File: src/include/cwd_consts.svh
// constants for the configuration word option decoder
// assumes a 14-bit configuration word, bit 0 being the lowest oscillator select bit
`ifndef CWD_CONSTS_SVH
`define CWD_CONSTS_SVH

// ----------------------------------------------------------------
// field positions
// ----------------------------------------------------------------
`define CWD_DEBUG_BIT 13
`define CWD_LVP_BIT 12
`define CWD_FCM_BIT 11
`define CWD_SWO_BIT 10
`define CWD_BOR_HI 9
`define CWD_BOR_LO 8
`define CWD_DPROT_BIT 7
`define CWD_PPROT_BIT 6
`define CWD_RSTPIN_BIT 5
`define CWD_POWER_UP_TIMER_BIT 4
`define CWD_WDT_BIT 3
`define CWD_OSC_HI 2
`define CWD_OSC_LO 0

// ----------------------------------------------------------------
// reset values and encodings
// ----------------------------------------------------------------
`define CWD_WORD_W 14
`define CWD_WORD_ERASED 14'h3fff
`define CWD_BOR_ALWAYS 2'h3
`define CWD_BOR_AWAKE 2'h2
`define CWD_BOR_SOFT 2'h1
`define CWD_BOR_OFF 2'h0

`endif

File: src/include/cwd_pkg.sv
// types shared by the configuration word option decoder
// assumes nothing beyond the constants header
package cwd_pkg;

  // ----------------------------------------------------------------
  // oscillator modes, in field-code order 000 to 111
  // ----------------------------------------------------------------
  typedef enum logic [2:0] {
    CWD_OSC_LOW_POWER_XTAL,
    CWD_OSC_STD_XTAL,
    CWD_OSC_HIGH_SPEED_XTAL,
    CWD_OSC_EXT_CLOCK,
    CWD_OSC_INTERNAL_IO,
    CWD_OSC_INTERNAL_CLOCK_OUTPUT_PIN,
    CWD_OSC_RC_IO,
    CWD_OSC_RC_CLOCK_OUTPUT_PIN
  } cwd_osc_type;

endpackage

File: src/rtl/cwd_osc_decode.sv
// oscillator select field decoder
// assumes a static three-bit code; purely combinational
`timescale 1ns/1ps

module cwd_osc_decode (
  input wire logic [2:0] code_i,
  output cwd_pkg::cwd_osc_type mode_o,
  output logic clock_output_pin_on_o,
  output logic osc2_gpio_o,
  output logic osc1_gpio_o,
  output logic rc_or_internal_o
);

  always_comb begin
    mode_o = cwd_pkg::CWD_OSC_LOW_POWER_XTAL;
    clock_output_pin_on_o = 1'b0;
    osc2_gpio_o = 1'b0;
    osc1_gpio_o = 1'b0;
    rc_or_internal_o = 1'b0;
    case (code_i)
      3'h7: begin
        mode_o = cwd_pkg::CWD_OSC_RC_CLOCK_OUTPUT_PIN;
        clock_output_pin_on_o = 1'b1;
        rc_or_internal_o = 1'b1;
      end
      3'h6: begin
        mode_o = cwd_pkg::CWD_OSC_RC_IO;
        osc2_gpio_o = 1'b1;
        rc_or_internal_o = 1'b1;
      end
      3'h5: begin
        mode_o = cwd_pkg::CWD_OSC_INTERNAL_CLOCK_OUTPUT_PIN;
        clock_output_pin_on_o = 1'b1;
        osc1_gpio_o = 1'b1;
        rc_or_internal_o = 1'b1;
      end
      3'h4: begin
        mode_o = cwd_pkg::CWD_OSC_INTERNAL_IO;
        osc2_gpio_o = 1'b1;
        osc1_gpio_o = 1'b1;
        rc_or_internal_o = 1'b1;
      end
      3'h3: begin
        mode_o = cwd_pkg::CWD_OSC_EXT_CLOCK;
        osc2_gpio_o = 1'b1;
      end
      3'h2: mode_o = cwd_pkg::CWD_OSC_HIGH_SPEED_XTAL;
      3'h1: mode_o = cwd_pkg::CWD_OSC_STD_XTAL;
      default: mode_o = cwd_pkg::CWD_OSC_LOW_POWER_XTAL;
    endcase
  end

endmodule

File: src/rtl/cwd_bor_select.sv
// brown-out enable selection
// assumes sleep and software enable are synchronous levels
`timescale 1ns/1ps
`include "cwd_consts.svh"

module cwd_bor_select (
  input wire logic [1:0] mode_i,
  input wire logic sleep_i,
  input wire logic soft_on_i,
  output logic bor_on_o
);

  always_comb begin
    case (mode_i)
      `CWD_BOR_ALWAYS: bor_on_o = 1'b1;
      `CWD_BOR_AWAKE: bor_on_o = !sleep_i;
      `CWD_BOR_SOFT: bor_on_o = soft_on_i;
      default: bor_on_o = 1'b0;
    endcase
  end

endmodule

File: src/rtl/cwd_config_decode.sv
// configuration word one: holds the word and decodes it into option selects
// assumes the word arrives from non-volatile memory, valid from reset release,
// and that the programmer writes it with a one-cycle strobe; all inputs synchronous
//
// What this block does
// - bit 13 high: debugger off, serial clock/data pins are I/O; low: debugger owns them
// - bit 12 high: program-mode pin active, low-voltage programming; low: pin is I/O
// - bit 11 turns the fail-safe clock monitor on or off
// - bit 10 turns internal/external clock switchover on or off
// - brown-out field: 11 on, 10 on unless asleep, 01 software, 00 off
// - bit 7 low protects data memory; high leaves it unprotected
// - bit 6 low protects program memory; high leaves it unprotected
// - bit 5 high: pin is external reset; low: pin is input, reset held inactive
// - bit 4 low runs the power-up timer; high skips it
// - bit 3 high forces the watchdog on; low leaves it to software
// - oscillator code 111: RC on clock input, clock output driven
// - oscillator code 110: RC on clock input, second pin is I/O
// - oscillator code 101: internal oscillator, clock output, clock input pin I/O
// - oscillator code 100: internal oscillator, both pins I/O
// - brown-out enable never turns on the power-up timer by itself
// - turning data protection off erases the whole data EEPROM
// - turning program protection off erases the whole program memory
// - external reset in internal or RC mode stops the internal oscillator
// - programmed bits read 0, erased bits read 1, erased word is all ones
// - brown-out code 01 follows the software brown-out enable bit
`timescale 1ns/1ps
`include "cwd_consts.svh"

module cwd_config_decode #(
  parameter int WORD_W = `CWD_WORD_W
) (
  input wire logic MCLK_I,
  input wire logic RST_I,
  input wire logic [WORD_W-1:0] NV_WORD_I,
  input wire logic PROG_WR_I,
  input wire logic [WORD_W-1:0] PROG_DATA_I,
  input wire logic SLEEP_I,
  input wire logic BROWNOUT_SOFTWARE_ON_I,
  input wire logic WATCHDOG_SOFTWARE_ON_I,
  input wire logic EXTERNAL_RESET_PIN_N_I,
  output logic [WORD_W-1:0] CONFIGURATION_WORD_ONE_O,
  output logic WORD_VALID_O,
  output logic DEBUGGER_ON_O,
  output logic SERIAL_PINS_GPIO_O,
  output logic LOW_VOLTAGE_PROGRAM_ENABLE_O,
  output logic PROGRAM_MODE_PIN_GPIO_O,
  output logic FAILSAFE_CLOCK_MONITOR_ON_O,
  output logic CLOCK_SWITCHOVER_ON_O,
  output logic SUPPLY_DROP_RESET_ON_O,
  output logic DATA_MEMORY_PROTECT_O,
  output logic PROGRAM_MEMORY_PROTECT_O,
  output logic RESET_PIN_IS_RESET_O,
  output logic RESET_PIN_GPIO_O,
  output logic EXTERNAL_RESET_O,
  output logic POWER_UP_TIMER_ON_O,
  output logic WATCHDOG_ON_O,
  output cwd_pkg::cwd_osc_type OSCILLATOR_MODE_O,
  output logic CLOCK_OUTPUT_PIN_ON_O,
  output logic OSC2_PIN_GPIO_O,
  output logic CLOCK_INPUT_PIN_GPIO_O,
  output logic OSCILLATOR_STOP_O,
  output logic ERASE_DATA_MEMORY_O,
  output logic ERASE_PROGRAM_MEMORY_O
);

  // ----------------------------------------------------------------
  // elaboration check
  // ----------------------------------------------------------------
  // field positions are fixed, so only the documented width can be served
  if (WORD_W != `CWD_WORD_W) begin : g_bad_width
    $error("configuration word width must be 14");
  end

  // ----------------------------------------------------------------
  // word storage
  // ----------------------------------------------------------------
  logic [WORD_W-1:0] word_reg;
  logic [WORD_W-1:0] word_next;
  logic loaded_reg;
  logic erase_data_reg;
  logic erase_data_next;
  logic erase_prog_reg;
  logic erase_prog_next;
  wire prog_take = loaded_reg && PROG_WR_I;

  // first cycle after release copies the stored word; until then the erased
  // pattern stands, which is the safest set of options
  assign word_next = !loaded_reg ? NV_WORD_I : (prog_take ? PROG_DATA_I : word_reg);

  // protection goes off only on a programmer write that lifts a cleared bit
  assign erase_data_next = prog_take && !word_reg[`CWD_DPROT_BIT] &&
    PROG_DATA_I[`CWD_DPROT_BIT];
  assign erase_prog_next = prog_take && !word_reg[`CWD_PPROT_BIT] &&
    PROG_DATA_I[`CWD_PPROT_BIT];

  always_ff @(posedge MCLK_I) begin
    if (RST_I) begin
      word_reg <= `CWD_WORD_ERASED;
      loaded_reg <= 1'b0;
      erase_data_reg <= 1'b0;
      erase_prog_reg <= 1'b0;
    end else begin
      word_reg <= word_next;
      loaded_reg <= 1'b1;
      erase_data_reg <= erase_data_next;
      erase_prog_reg <= erase_prog_next;
    end
  end

  // ----------------------------------------------------------------
  // field decode
  // ----------------------------------------------------------------
  wire debug_off = word_reg[`CWD_DEBUG_BIT];
  wire lvp_on = word_reg[`CWD_LVP_BIT];
  wire fcm_on = word_reg[`CWD_FCM_BIT];
  wire swo_on = word_reg[`CWD_SWO_BIT];
  wire [1:0] bor_field = word_reg[`CWD_BOR_HI:`CWD_BOR_LO];
  wire dprot_n = word_reg[`CWD_DPROT_BIT];
  wire pprot_n = word_reg[`CWD_PPROT_BIT];
  wire rstpin_sel = word_reg[`CWD_RSTPIN_BIT];
  wire power_up_timer_off = word_reg[`CWD_POWER_UP_TIMER_BIT];
  wire wdt_forced = word_reg[`CWD_WDT_BIT];
  wire [2:0] osc_field = word_reg[`CWD_OSC_HI:`CWD_OSC_LO];

  cwd_pkg::cwd_osc_type osc_mode;
  logic clock_output_pin_on;
  logic osc2_gpio;
  logic osc1_gpio;
  logic rc_or_internal;
  logic bor_on;

  cwd_osc_decode u_osc (
    .code_i(osc_field),
    .mode_o(osc_mode),
    .clock_output_pin_on_o(clock_output_pin_on),
    .osc2_gpio_o(osc2_gpio),
    .osc1_gpio_o(osc1_gpio),
    .rc_or_internal_o(rc_or_internal)
  );

  cwd_bor_select u_bor (
    .mode_i(bor_field),
    .sleep_i(SLEEP_I),
    .soft_on_i(BROWNOUT_SOFTWARE_ON_I),
    .bor_on_o(bor_on)
  );

  // when the pin is not a reset input the internal reset is tied inactive
  wire ext_reset = rstpin_sel && !EXTERNAL_RESET_PIN_N_I;
  wire osc_stop = ext_reset && rc_or_internal;
  // power-up timer follows its own bit only, never the brown-out field
  wire power_up_timer_on = !power_up_timer_off;
  wire wdt_on = wdt_forced || WATCHDOG_SOFTWARE_ON_I;

  // ----------------------------------------------------------------
  // registered outputs
  // ----------------------------------------------------------------
  // one cycle behind the word; costs latency but keeps every output glitch free
  always_ff @(posedge MCLK_I) begin
    if (RST_I) begin
      DEBUGGER_ON_O <= 1'b0;
      SERIAL_PINS_GPIO_O <= 1'b1;
      LOW_VOLTAGE_PROGRAM_ENABLE_O <= 1'b1;
      PROGRAM_MODE_PIN_GPIO_O <= 1'b0;
      FAILSAFE_CLOCK_MONITOR_ON_O <= 1'b1;
      CLOCK_SWITCHOVER_ON_O <= 1'b1;
      SUPPLY_DROP_RESET_ON_O <= 1'b1;
      DATA_MEMORY_PROTECT_O <= 1'b0;
      PROGRAM_MEMORY_PROTECT_O <= 1'b0;
      RESET_PIN_IS_RESET_O <= 1'b1;
      RESET_PIN_GPIO_O <= 1'b0;
      EXTERNAL_RESET_O <= 1'b0;
      POWER_UP_TIMER_ON_O <= 1'b0;
      WATCHDOG_ON_O <= 1'b1;
      OSCILLATOR_MODE_O <= cwd_pkg::CWD_OSC_RC_CLOCK_OUTPUT_PIN;
      CLOCK_OUTPUT_PIN_ON_O <= 1'b1;
      OSC2_PIN_GPIO_O <= 1'b0;
      CLOCK_INPUT_PIN_GPIO_O <= 1'b0;
      OSCILLATOR_STOP_O <= 1'b0;
    end else begin
      DEBUGGER_ON_O <= !debug_off;
      SERIAL_PINS_GPIO_O <= debug_off;
      LOW_VOLTAGE_PROGRAM_ENABLE_O <= lvp_on;
      PROGRAM_MODE_PIN_GPIO_O <= !lvp_on;
      FAILSAFE_CLOCK_MONITOR_ON_O <= fcm_on;
      CLOCK_SWITCHOVER_ON_O <= swo_on;
      SUPPLY_DROP_RESET_ON_O <= bor_on;
      DATA_MEMORY_PROTECT_O <= !dprot_n;
      PROGRAM_MEMORY_PROTECT_O <= !pprot_n;
      RESET_PIN_IS_RESET_O <= rstpin_sel;
      RESET_PIN_GPIO_O <= !rstpin_sel;
      EXTERNAL_RESET_O <= ext_reset;
      POWER_UP_TIMER_ON_O <= power_up_timer_on;
      WATCHDOG_ON_O <= wdt_on;
      OSCILLATOR_MODE_O <= osc_mode;
      CLOCK_OUTPUT_PIN_ON_O <= clock_output_pin_on;
      OSC2_PIN_GPIO_O <= osc2_gpio;
      CLOCK_INPUT_PIN_GPIO_O <= osc1_gpio;
      OSCILLATOR_STOP_O <= osc_stop;
    end
  end

  assign CONFIGURATION_WORD_ONE_O = word_reg;
  assign WORD_VALID_O = loaded_reg;
  assign ERASE_DATA_MEMORY_O = erase_data_reg;
  assign ERASE_PROGRAM_MEMORY_O = erase_prog_reg;
endmodule

File: config.mk
export PLATFORM = sky130hd
export DESIGN_NAME = cwd_config_decode
export DESIGN_NICKNAME = d
export VERILOG_FILES = /design/src/include/cwd_pkg.sv /design/src/rtl/cwd_osc_decode.sv /design/src/rtl/cwd_bor_select.sv /design/src/rtl/cwd_config_decode.sv
export VERILOG_INCLUDE_DIRS = /design/src /design/src/include
export SDC_FILE = /design/constraint.sdc
export NUM_CORES = 1
export LEC_CHECK = 0
export ABC_AREA = 1
export BUFFER_PORTS_ARGS = -buffer_cell sky130_fd_sc_hd__buf_2
export CORE_ASPECT_RATIO = 0.75
export CORE_MARGIN = 10
export CORE_UTILIZATION = 38
export CTS_CLUSTER_SIZE = 28
export DETAILED_ROUTE_END_ITERATION = 16
export PLACE_DENSITY = 0.81
export SYNTH_ARGS = -nofsm -noshare
export SYNTH_HDL_FRONTEND = slang
export SYNTH_SLANG_ARGS = --single-unit
File: constraint.sdc
create_clock -name MCLK_I -period 1 [get_ports MCLK_I]
set_input_delay 0.15 -clock MCLK_I [delete_from_list [all_inputs] [get_ports MCLK_I]]
set_output_delay 0.15 -clock MCLK_I [all_outputs]
set_load 0.1 [all_outputs]
==> results of run 1 <==
[final cells by class]
| cell class | instances | area (sq um) | area share (%) |
|---|---|---|---|
| Timing Repair Buffer | 83 | 1026 | 40.73 |
| Sequential cell | 38 | 843.3 | 33.48 |
| Multi-Input combinational cell | 83 | 446.7 | 17.73 |
| Clock buffer | 6 | 82.58 | 3.279 |
| Inverter | 12 | 57.56 | 2.285 |
| Tap cell | 40 | 50.05 | 1.987 |
| Clock inverter | 2 | 12.51 | 0.4968 |
[cells in the final DEF, fill, tap and decap left out]
| master | instances |
|---|---|
| inv_8 | 1 |
| nand3_2 | 2 |
| or2_2 | 3 |
| o21ai_0 | 1 |
| clkbuf_8 | 6 |
| a21oi_2 | 12 |
| inv_1 | 10 |
| nand2_4 | 1 |
| nand2_1 | 21 |
| buf_2 | 34 |
| inv_6 | 1 |
| or2_1 | 1 |
| clkinvlp_4 | 1 |
| dfxtp_2 | 24 |
| nor3_1 | 1 |
| buf_12 | 39 |
| dfxtp_4 | 14 |
| buf_4 | 10 |
| nor2_1 | 9 |
| a21oi_1 | 4 |
| nor2_2 | 1 |
| nand3_1 | 26 |
| and3_1 | 1 |
| clkinv_2 | 1 |
[cells in the mapped netlist]
library cell	count	share of area (%)
buf_6	5	4.3
nor3_1	1	0.38
a21oi_2	10	6.7
buf_2	1	0.38
inv_4	2	0.95
a21oi_1	6	2.3
or2_1	1	0.48
nand3_1	28	11
inv_1	10	2.9
nand2_1	21	6.0
o21ai_0	1	0.38
dfxtp_1	38	58
and3_1	1	0.48
buf_4	2	1.1
nand2_4	1	0.86
or2_2	3	1.4
nor2_1	10	2.9
[cell families after synthesis]
| logic type | after synthesis | synth area share [%] |
|---|---|---|
| DFF | 38 | 57.90 |
| and+or+nand+nor | 66 | 23.14 |
| buffers and inverters | 20 | 9.618 |
| AOI/OAI and AO/OA | 17 | 9.333 |
[worst reg2reg max path, stage by stage, from the launching register on]
cell     delay [ns]
dfxtp_4        0.39
buf_4          0.15
inv_6          0.08
a21oi_2        0.15
nand3_1        0.09
[routing by layer]
layer  wire length [um]  vias to the layer above  track usage [%]
li1                   -                      622                -
met1               1736                      576            16.46
met2               2093                       54            21.61
met3                516                        7            8.352
met4                 50                        0            3.180
met5                  0                        -                0
[power by group through the flow]
stage	logic [mW]	registers, mW	clock network, mW
2_1_floorplan	0.190	2.41	0
3_3_place_gp	1.36	1.77	0
3_5_place_dp	1.37	1.78	0
4_1_cts	1.42	1.72	1.10
5_1_grt	1.49	1.73	1.20
6_report	1.43	1.72	1.09
[final timing paths]
check                           slack [ns]                           to
worst max register to register        0.04  CONFIGURATION_WORD_ONE_O[4]
worst min-delay path                  0.05                WATCHDOG_ON_O
worst max-delay path                 -0.01                 WORD_VALID_O
worst min register to register        0.45          POWER_UP_TIMER_ON_O
[per-stage QoR]
step / utilization (%) / TNS (ns) / setup slack, ns / power, mW / std cells
floorplan: - / -1.922 / -0.1702 / 2.598 / 141
global placement: 70.03 / 0 / 0.08523 / 3.131 / 247
detailed placement: 70.03 / 0 / 0.03754 / 3.151 / 247
CTS: 75.09 / -0.006174 / -0.006174 / 4.240 / 262
global route: 76.08 / -0.3471 / -0.04478 / 4.420 / 264
finish: 76.08 / -0.01446 / -0.01446 / 4.242 / 264
[repair_timing]
item,in CTS,in global routing
resized for setup,8,7
endpoints found under the setup margin,10,25
pin swaps,0,1
setup buffers,7,3
==> summary.md, run 1 <==
| Metric | Value |
|---|---|
| Gate power share | between 30 and 40% |
| Worst Path Max Fanout | 4 |
| Crit-path slowest cell | dfxtp_4 |
| Synth-to-Final Area Change | 91.71% |
| CP Data Arrival Time | roughly 0.86 ns |
| Violated checks | setup timing |
| Mapped Area | about 0.0013 sq mm |
| DRT iter0 DRCs | between 50 and 60 |
| Area after DPL | between 0.002 and 0.0025 sq mm |
| Unique masters post-synth | 17 |
| Worst Hold Launch | WATCHDOG_SOFTWARE_ON_I |
| Cell Chain, Critical Path | buf_12 |
| Initial Util | 39.68% |
| CP delay by family, top | flip-flops |
| Die Ht | between 70 and 80 um |
| Antenna-violating nets left | 0 |
| Final Skew | 0.004810 ns |
| Outcome | finished with violations |
| Crit path launch type | flop |
| Max VDD drop | just over 900 uV |
| Period utilization | 101.4% |
| CP startpoint | WORD_VALID_O |
| Die Wd | approximately 90 um |
| Routed WL | about 4.4 mm |
| Synth Register Bits | 38 |
| Final instance area | 0.002519 sq mm |
| Tot GR Track Use | 14.09% |
| Hold slack | between 0.04 and 0.05 ns |
| Final worst slack | -0.01446 ns |
| Largest net degree at the start of global routing | 27 |
| Hold Violations, Final | 0 |
| Sequential power share | 40.5% |
| Worst-Skew Late Latency | between 0.2 and 0.3 ns |
| RSZ-0062 raised after global routing | true |
| Synth Area per Inst | roughly 9.3 sq um |
| Crit path buffers/inverters | 1 |
| Worst hold-check path type | input port to flop |
| Routed WL per cell | approximately 17 um |
| First-pass GRT wire length | 6.893 mm |
| Synth Warn # | 0 |
| Reg2reg start | WORD_VALID_O |
| Switch Pwr | between 1.5 and 2 mW |
| Final Setup Violations | 1 |
| PD cells | 1684 mW/mm^2 |
| Sink Count | 38 |
| Share of cells above drive strength 1 | around 67% |
| Hold_buf cts | 0 |
| IO Pins | 73 |
| # rows | 18 |
| Fillcell total | 206 |
| CTS tree | built |
| CTS buffer count | 5 |
| Syn Nets | roughly 180 |
| Final Max Slew Viols | 0 |
| Mapped Cells | between 100 and 150 |
| Die area | 0.006234 sq mm |
| Crit end category | output pin |
| Initial antenna violation count | 0 |
| Largest stage delay on the critical path | 0.39 ns |
| Buffer levels on the longest clock path | 2 |
| WP data required | between 0.8 and 0.9 ns |
| Pleak | ~1.1 nW |
| Slew HR | 65.11% |
| First-pass detailed-route iteration total | 4 |
| Vias in the first global route | 1295 |
| Worst-margin pin slew | ~0.52 ns |
| F_max | 0.9857 GHz |
| Worst-path clk slew | approximately 0.080 ns |
| Core area | 0.003311 sq mm |
| Max FFs per register | 14 |
| Post-DP HPWL | around 3.2 mm |
| GP Congestion | between 0.6 and 0.7 |
| Post-route minimum period | 1.014 ns |
| Clk network pwr share | between 20 and 30% |
| Sw frac | a little under two fifths |
| Congestion Overflow GR | 0 |
| Worst reg-to-reg path cell count | 4 |
| Worst Hold Path Cells | 3 |
| Vias/cell | approximately 4.8 |
| Final Net Count | 258 |
| Seq/Total Area, Yosys | 57.90% |
| Max cap viols | 0 |
| IO Port Bufs | 72 |
| Drc violations | 0 |
| Ant diodes | 0 |
| Internal power | between 2 and 3 mW |
| Via count | approximately 1300 |
| Crit. path cell count | 1 |
| H-Tree Level Count | 2 |
| Root Buffer | clkbuf_8 |
| Critical path class | flop to output pin |
Power figures use the tool's default switching activity.
==> run 2, diff against run 1 <==
--- a/config.mk
+++ b/config.mk
@@ -7,7 +7,7 @@
 export NUM_CORES = 1
 export LEC_CHECK = 0
 export ABC_AREA = 1
-export BUFFER_PORTS_ARGS = -buffer_cell sky130_fd_sc_hd__buf_2
+export BUFFER_PORTS_ARGS = -buffer_cell sky130_fd_sc_hd__clkbuf_2
 export CORE_ASPECT_RATIO = 0.75
 export CORE_MARGIN = 10
 export CORE_UTILIZATION = 38
==> summary.md, run 2 (synthesized netlist as in run 1, its figures left out) <==
| Metric | Value |
|---|---|
| Routed WL | 4.379 mm (-0.39%) |
| Max FFs per register | 14 (unchanged) |
| Non-filler cells, final | 265 (+0.38%) |
| Worst hold-check path type | input port to flop |
| Root Buffer | clkbuf_8 |
| GP Congestion | 0.7497 (+9.8%) |
| H-Tree Level Count | 2 (unchanged) |
| WP data required | 0.85 ns (about the same) |
| Core area | 0.003311 sq mm (unchanged) |
| CTS buffer count | 5 (unchanged) |
| Initial antenna violation count | 0 (unchanged) |
| Final Setup Violations | 1 (unchanged) |
| Buffer levels on the longest clock path | 2 (unchanged) |
| Die area | 0.006234 sq mm (unchanged) |
| Slew HR | 68.90% (+3.8 points) |
| Routed WL per cell | 16.52 um (-0.76%) |
| Final Skew | 0.007769 ns (+0.002959 ns) |
| Most frequent cells in the layout | 39 x buf_12, 34 x clkbuf_2, 26 x nand3_1 |
| Sink Count | 38 (unchanged) |
| Worst-margin pin slew | 0.4660 ns (-0.05679 ns) |
| Hold_buf cts | 0 (unchanged) |
| Crit path buffers/inverters | 1 (unchanged) |
| Final worst slack | -0.02852 ns (-0.01406 ns) |
| Vias in the first global route | 1358 (+4.9%) |
| DRT iter0 DRCs | 74 (+35%) |
| CTS tree | built |
| Congestion Overflow GR | 0 (unchanged) |
| Crit. path cell count | 1 (unchanged) |
| Pre-CTS setup slack | 0.05761 ns (+0.02007 ns) |
| # rows | 18 (unchanged) |
| Die Wd | 87.90 um (unchanged) |
| PD cells | 1750 mW/mm^2 (+3.9%) |
| Die Ht | 70.92 um (unchanged) |
| Tot GR Track Use | 14.26% (+0.17 points) |
| Post-layout util | 77.40% (+1.3 points) |
| Pleak | 1.160 nW (+2.6%) |
| RSZ-0062 raised after global routing | true |
| Hold Violations, Final | 0 (unchanged) |
| CP Data Arrival Time | 0.88 ns (+0.02 ns) |
| Worst reg-to-reg path cell count | 4 (unchanged) |
| Critical path class | flop to output pin |
| Initial Util | 39.68% (unchanged) |
| F_max | 0.9723 GHz (-1.4%) |
| Share of cells above drive strength 1 | 67.56% (+0.59 points) |
| Cell Chain, Critical Path | buf_12 |
| IO Port Bufs | 72 (unchanged) |
| First-pass GRT wire length | 6.893 mm (unchanged) |
| CP delay by family, top | flip-flops |
| Ant diodes | 0 (unchanged) |
| Drc violations | 0 (unchanged) |
| Outcome | finished with violations |
| Worst Path Max Fanout | 6 (+2) |
| Worst-Skew Late Latency | 0.29 ns (about the same) |
| Most common cell after layout, fill and taps aside | buf_12 |
| Crit path launch type | flop |
| IO Pins | 73 (unchanged) |
| Synth-to-Final Area Change | 95.05% |
| Max cap viols | 0 (unchanged) |
| Final Max Slew Viols | 0 (unchanged) |
| Antenna-violating nets left | 0 (unchanged) |
| Final Net Count | 260 (+0.78%) |
| Period utilization | 102.9% (+1.4 points) |
| Worst-path clk slew | 0.07 ns (about the same) |
| Largest stage delay on the critical path | 0.40 ns (about the same) |
| Post-route minimum period | 1.029 ns (+0.01406 ns) |
| Violated checks | setup timing |
| First-pass detailed-route iteration total | 4 (unchanged) |
| Via count | 1276 (+1.4%) |
| Max VDD drop | 1169 uV (+29%) |
| Largest net degree at the start of global routing | 17 (-37%) |
| Placed cells | 248 (+0.40%) |
| Crit end category | output pin |
| Crit-path slowest cell | dfxtp_4 |
| Worst Hold Path Cells | 3 (unchanged) |
| Post-DP HPWL | 3.334 mm (+5.2%) |
| Vias/cell | 4.815 (+0.97%) |
| Total Power | 4.484 mW (+5.7%) |
[run 2: cell types whose count changed in the layout (fill, tap and decap cells not counted)]
| cell | before | now |
|---|---|---|
| clkinvlp_4 | 1 | 0 |
| a21oi_4 | 0 | 1 |
| nor2_2 | 1 | 0 |
| buf_4 | 10 | 12 |
| bufinv_16 | 0 | 1 |
| clkinv_2 | 1 | 0 |
| nand2_2 | 0 | 1 |
| buf_2 | 34 | 0 |
| clkbuf_2 | 0 | 34 |
| nor2_1 | 9 | 10 |
| nand2_1 | 21 | 20 |
| a21oi_1 | 4 | 3 |
[run 2: repair_timing]
action / CTS / global route
pin swaps: 0 / 0
setup buffers: 8 / 2
endpoints found under the setup margin: 11 / 19
resized for setup: 9 / 8
[run 2: path summary, 6_finish.rpt]
path / startpoint / endpoint / slack (ns)
hold / removal: WATCHDOG_SOFTWARE_ON_I / WATCHDOG_ON_O / 0.05
setup reg to reg: WORD_VALID_O / CONFIGURATION_WORD_ONE_O[2] / 0.06
setup / recovery: WORD_VALID_O / WORD_VALID_O / -0.03
hold reg to reg: CONFIGURATION_WORD_ONE_O[6] / PROGRAM_MEMORY_PROTECT_O / 0.46
[run 2: cell type report]
| class | instances | area [sq um] |
|---|---|---|
| timing repair buffer | 85 | 1041 |
| multi-input combinational | 83 | 457.9 |
| fill | 210 | 748.2 |
| inverter | 12 | 57.56 |
| sequential | 38 | 843.3 |
| clock inverter | 1 | 30.03 |
| tap | 40 | 50.05 |
| clock buffer | 6 | 82.58 |
[run 2: where the power goes]
| group | internal (mW) | leakage [nW] | switching [mW] |
|---|---|---|---|
| registers | 1.62 | 0.317 | 0.100 |
| clock network | 0.798 | 0.0573 | 0.525 |
| logic | 0.522 | 0.785 | 0.923 |
| total | 2.94 | 1.16 | 1.55 |
[run 2: per-layer routing]
layer	GRT usage [%]	up-vias	wire length, um
met5	0	-	0
met4	5.124	0	48
met3	6.865	7	489
met2	23.63	59	2157
met1	15.43	587	1684
li1	-	623	-
[run 2: per-stage QoR]
| step | hold WS [ns] | setup TNS, ns | area (sq um) |
|---|---|---|---|
| finish | 0.04582 | -0.02852 | 2562 |
| global route | 0.05445 | -0.1261 | 2562 |
| CTS | 0.03309 | -0.03277 | 2521 |
| detailed placement | 0.3363 | 0 | 2326 |
| global placement | 0.3252 | 0 | 2326 |
| floorplan | 0.2360 | -1.922 | 1394 |
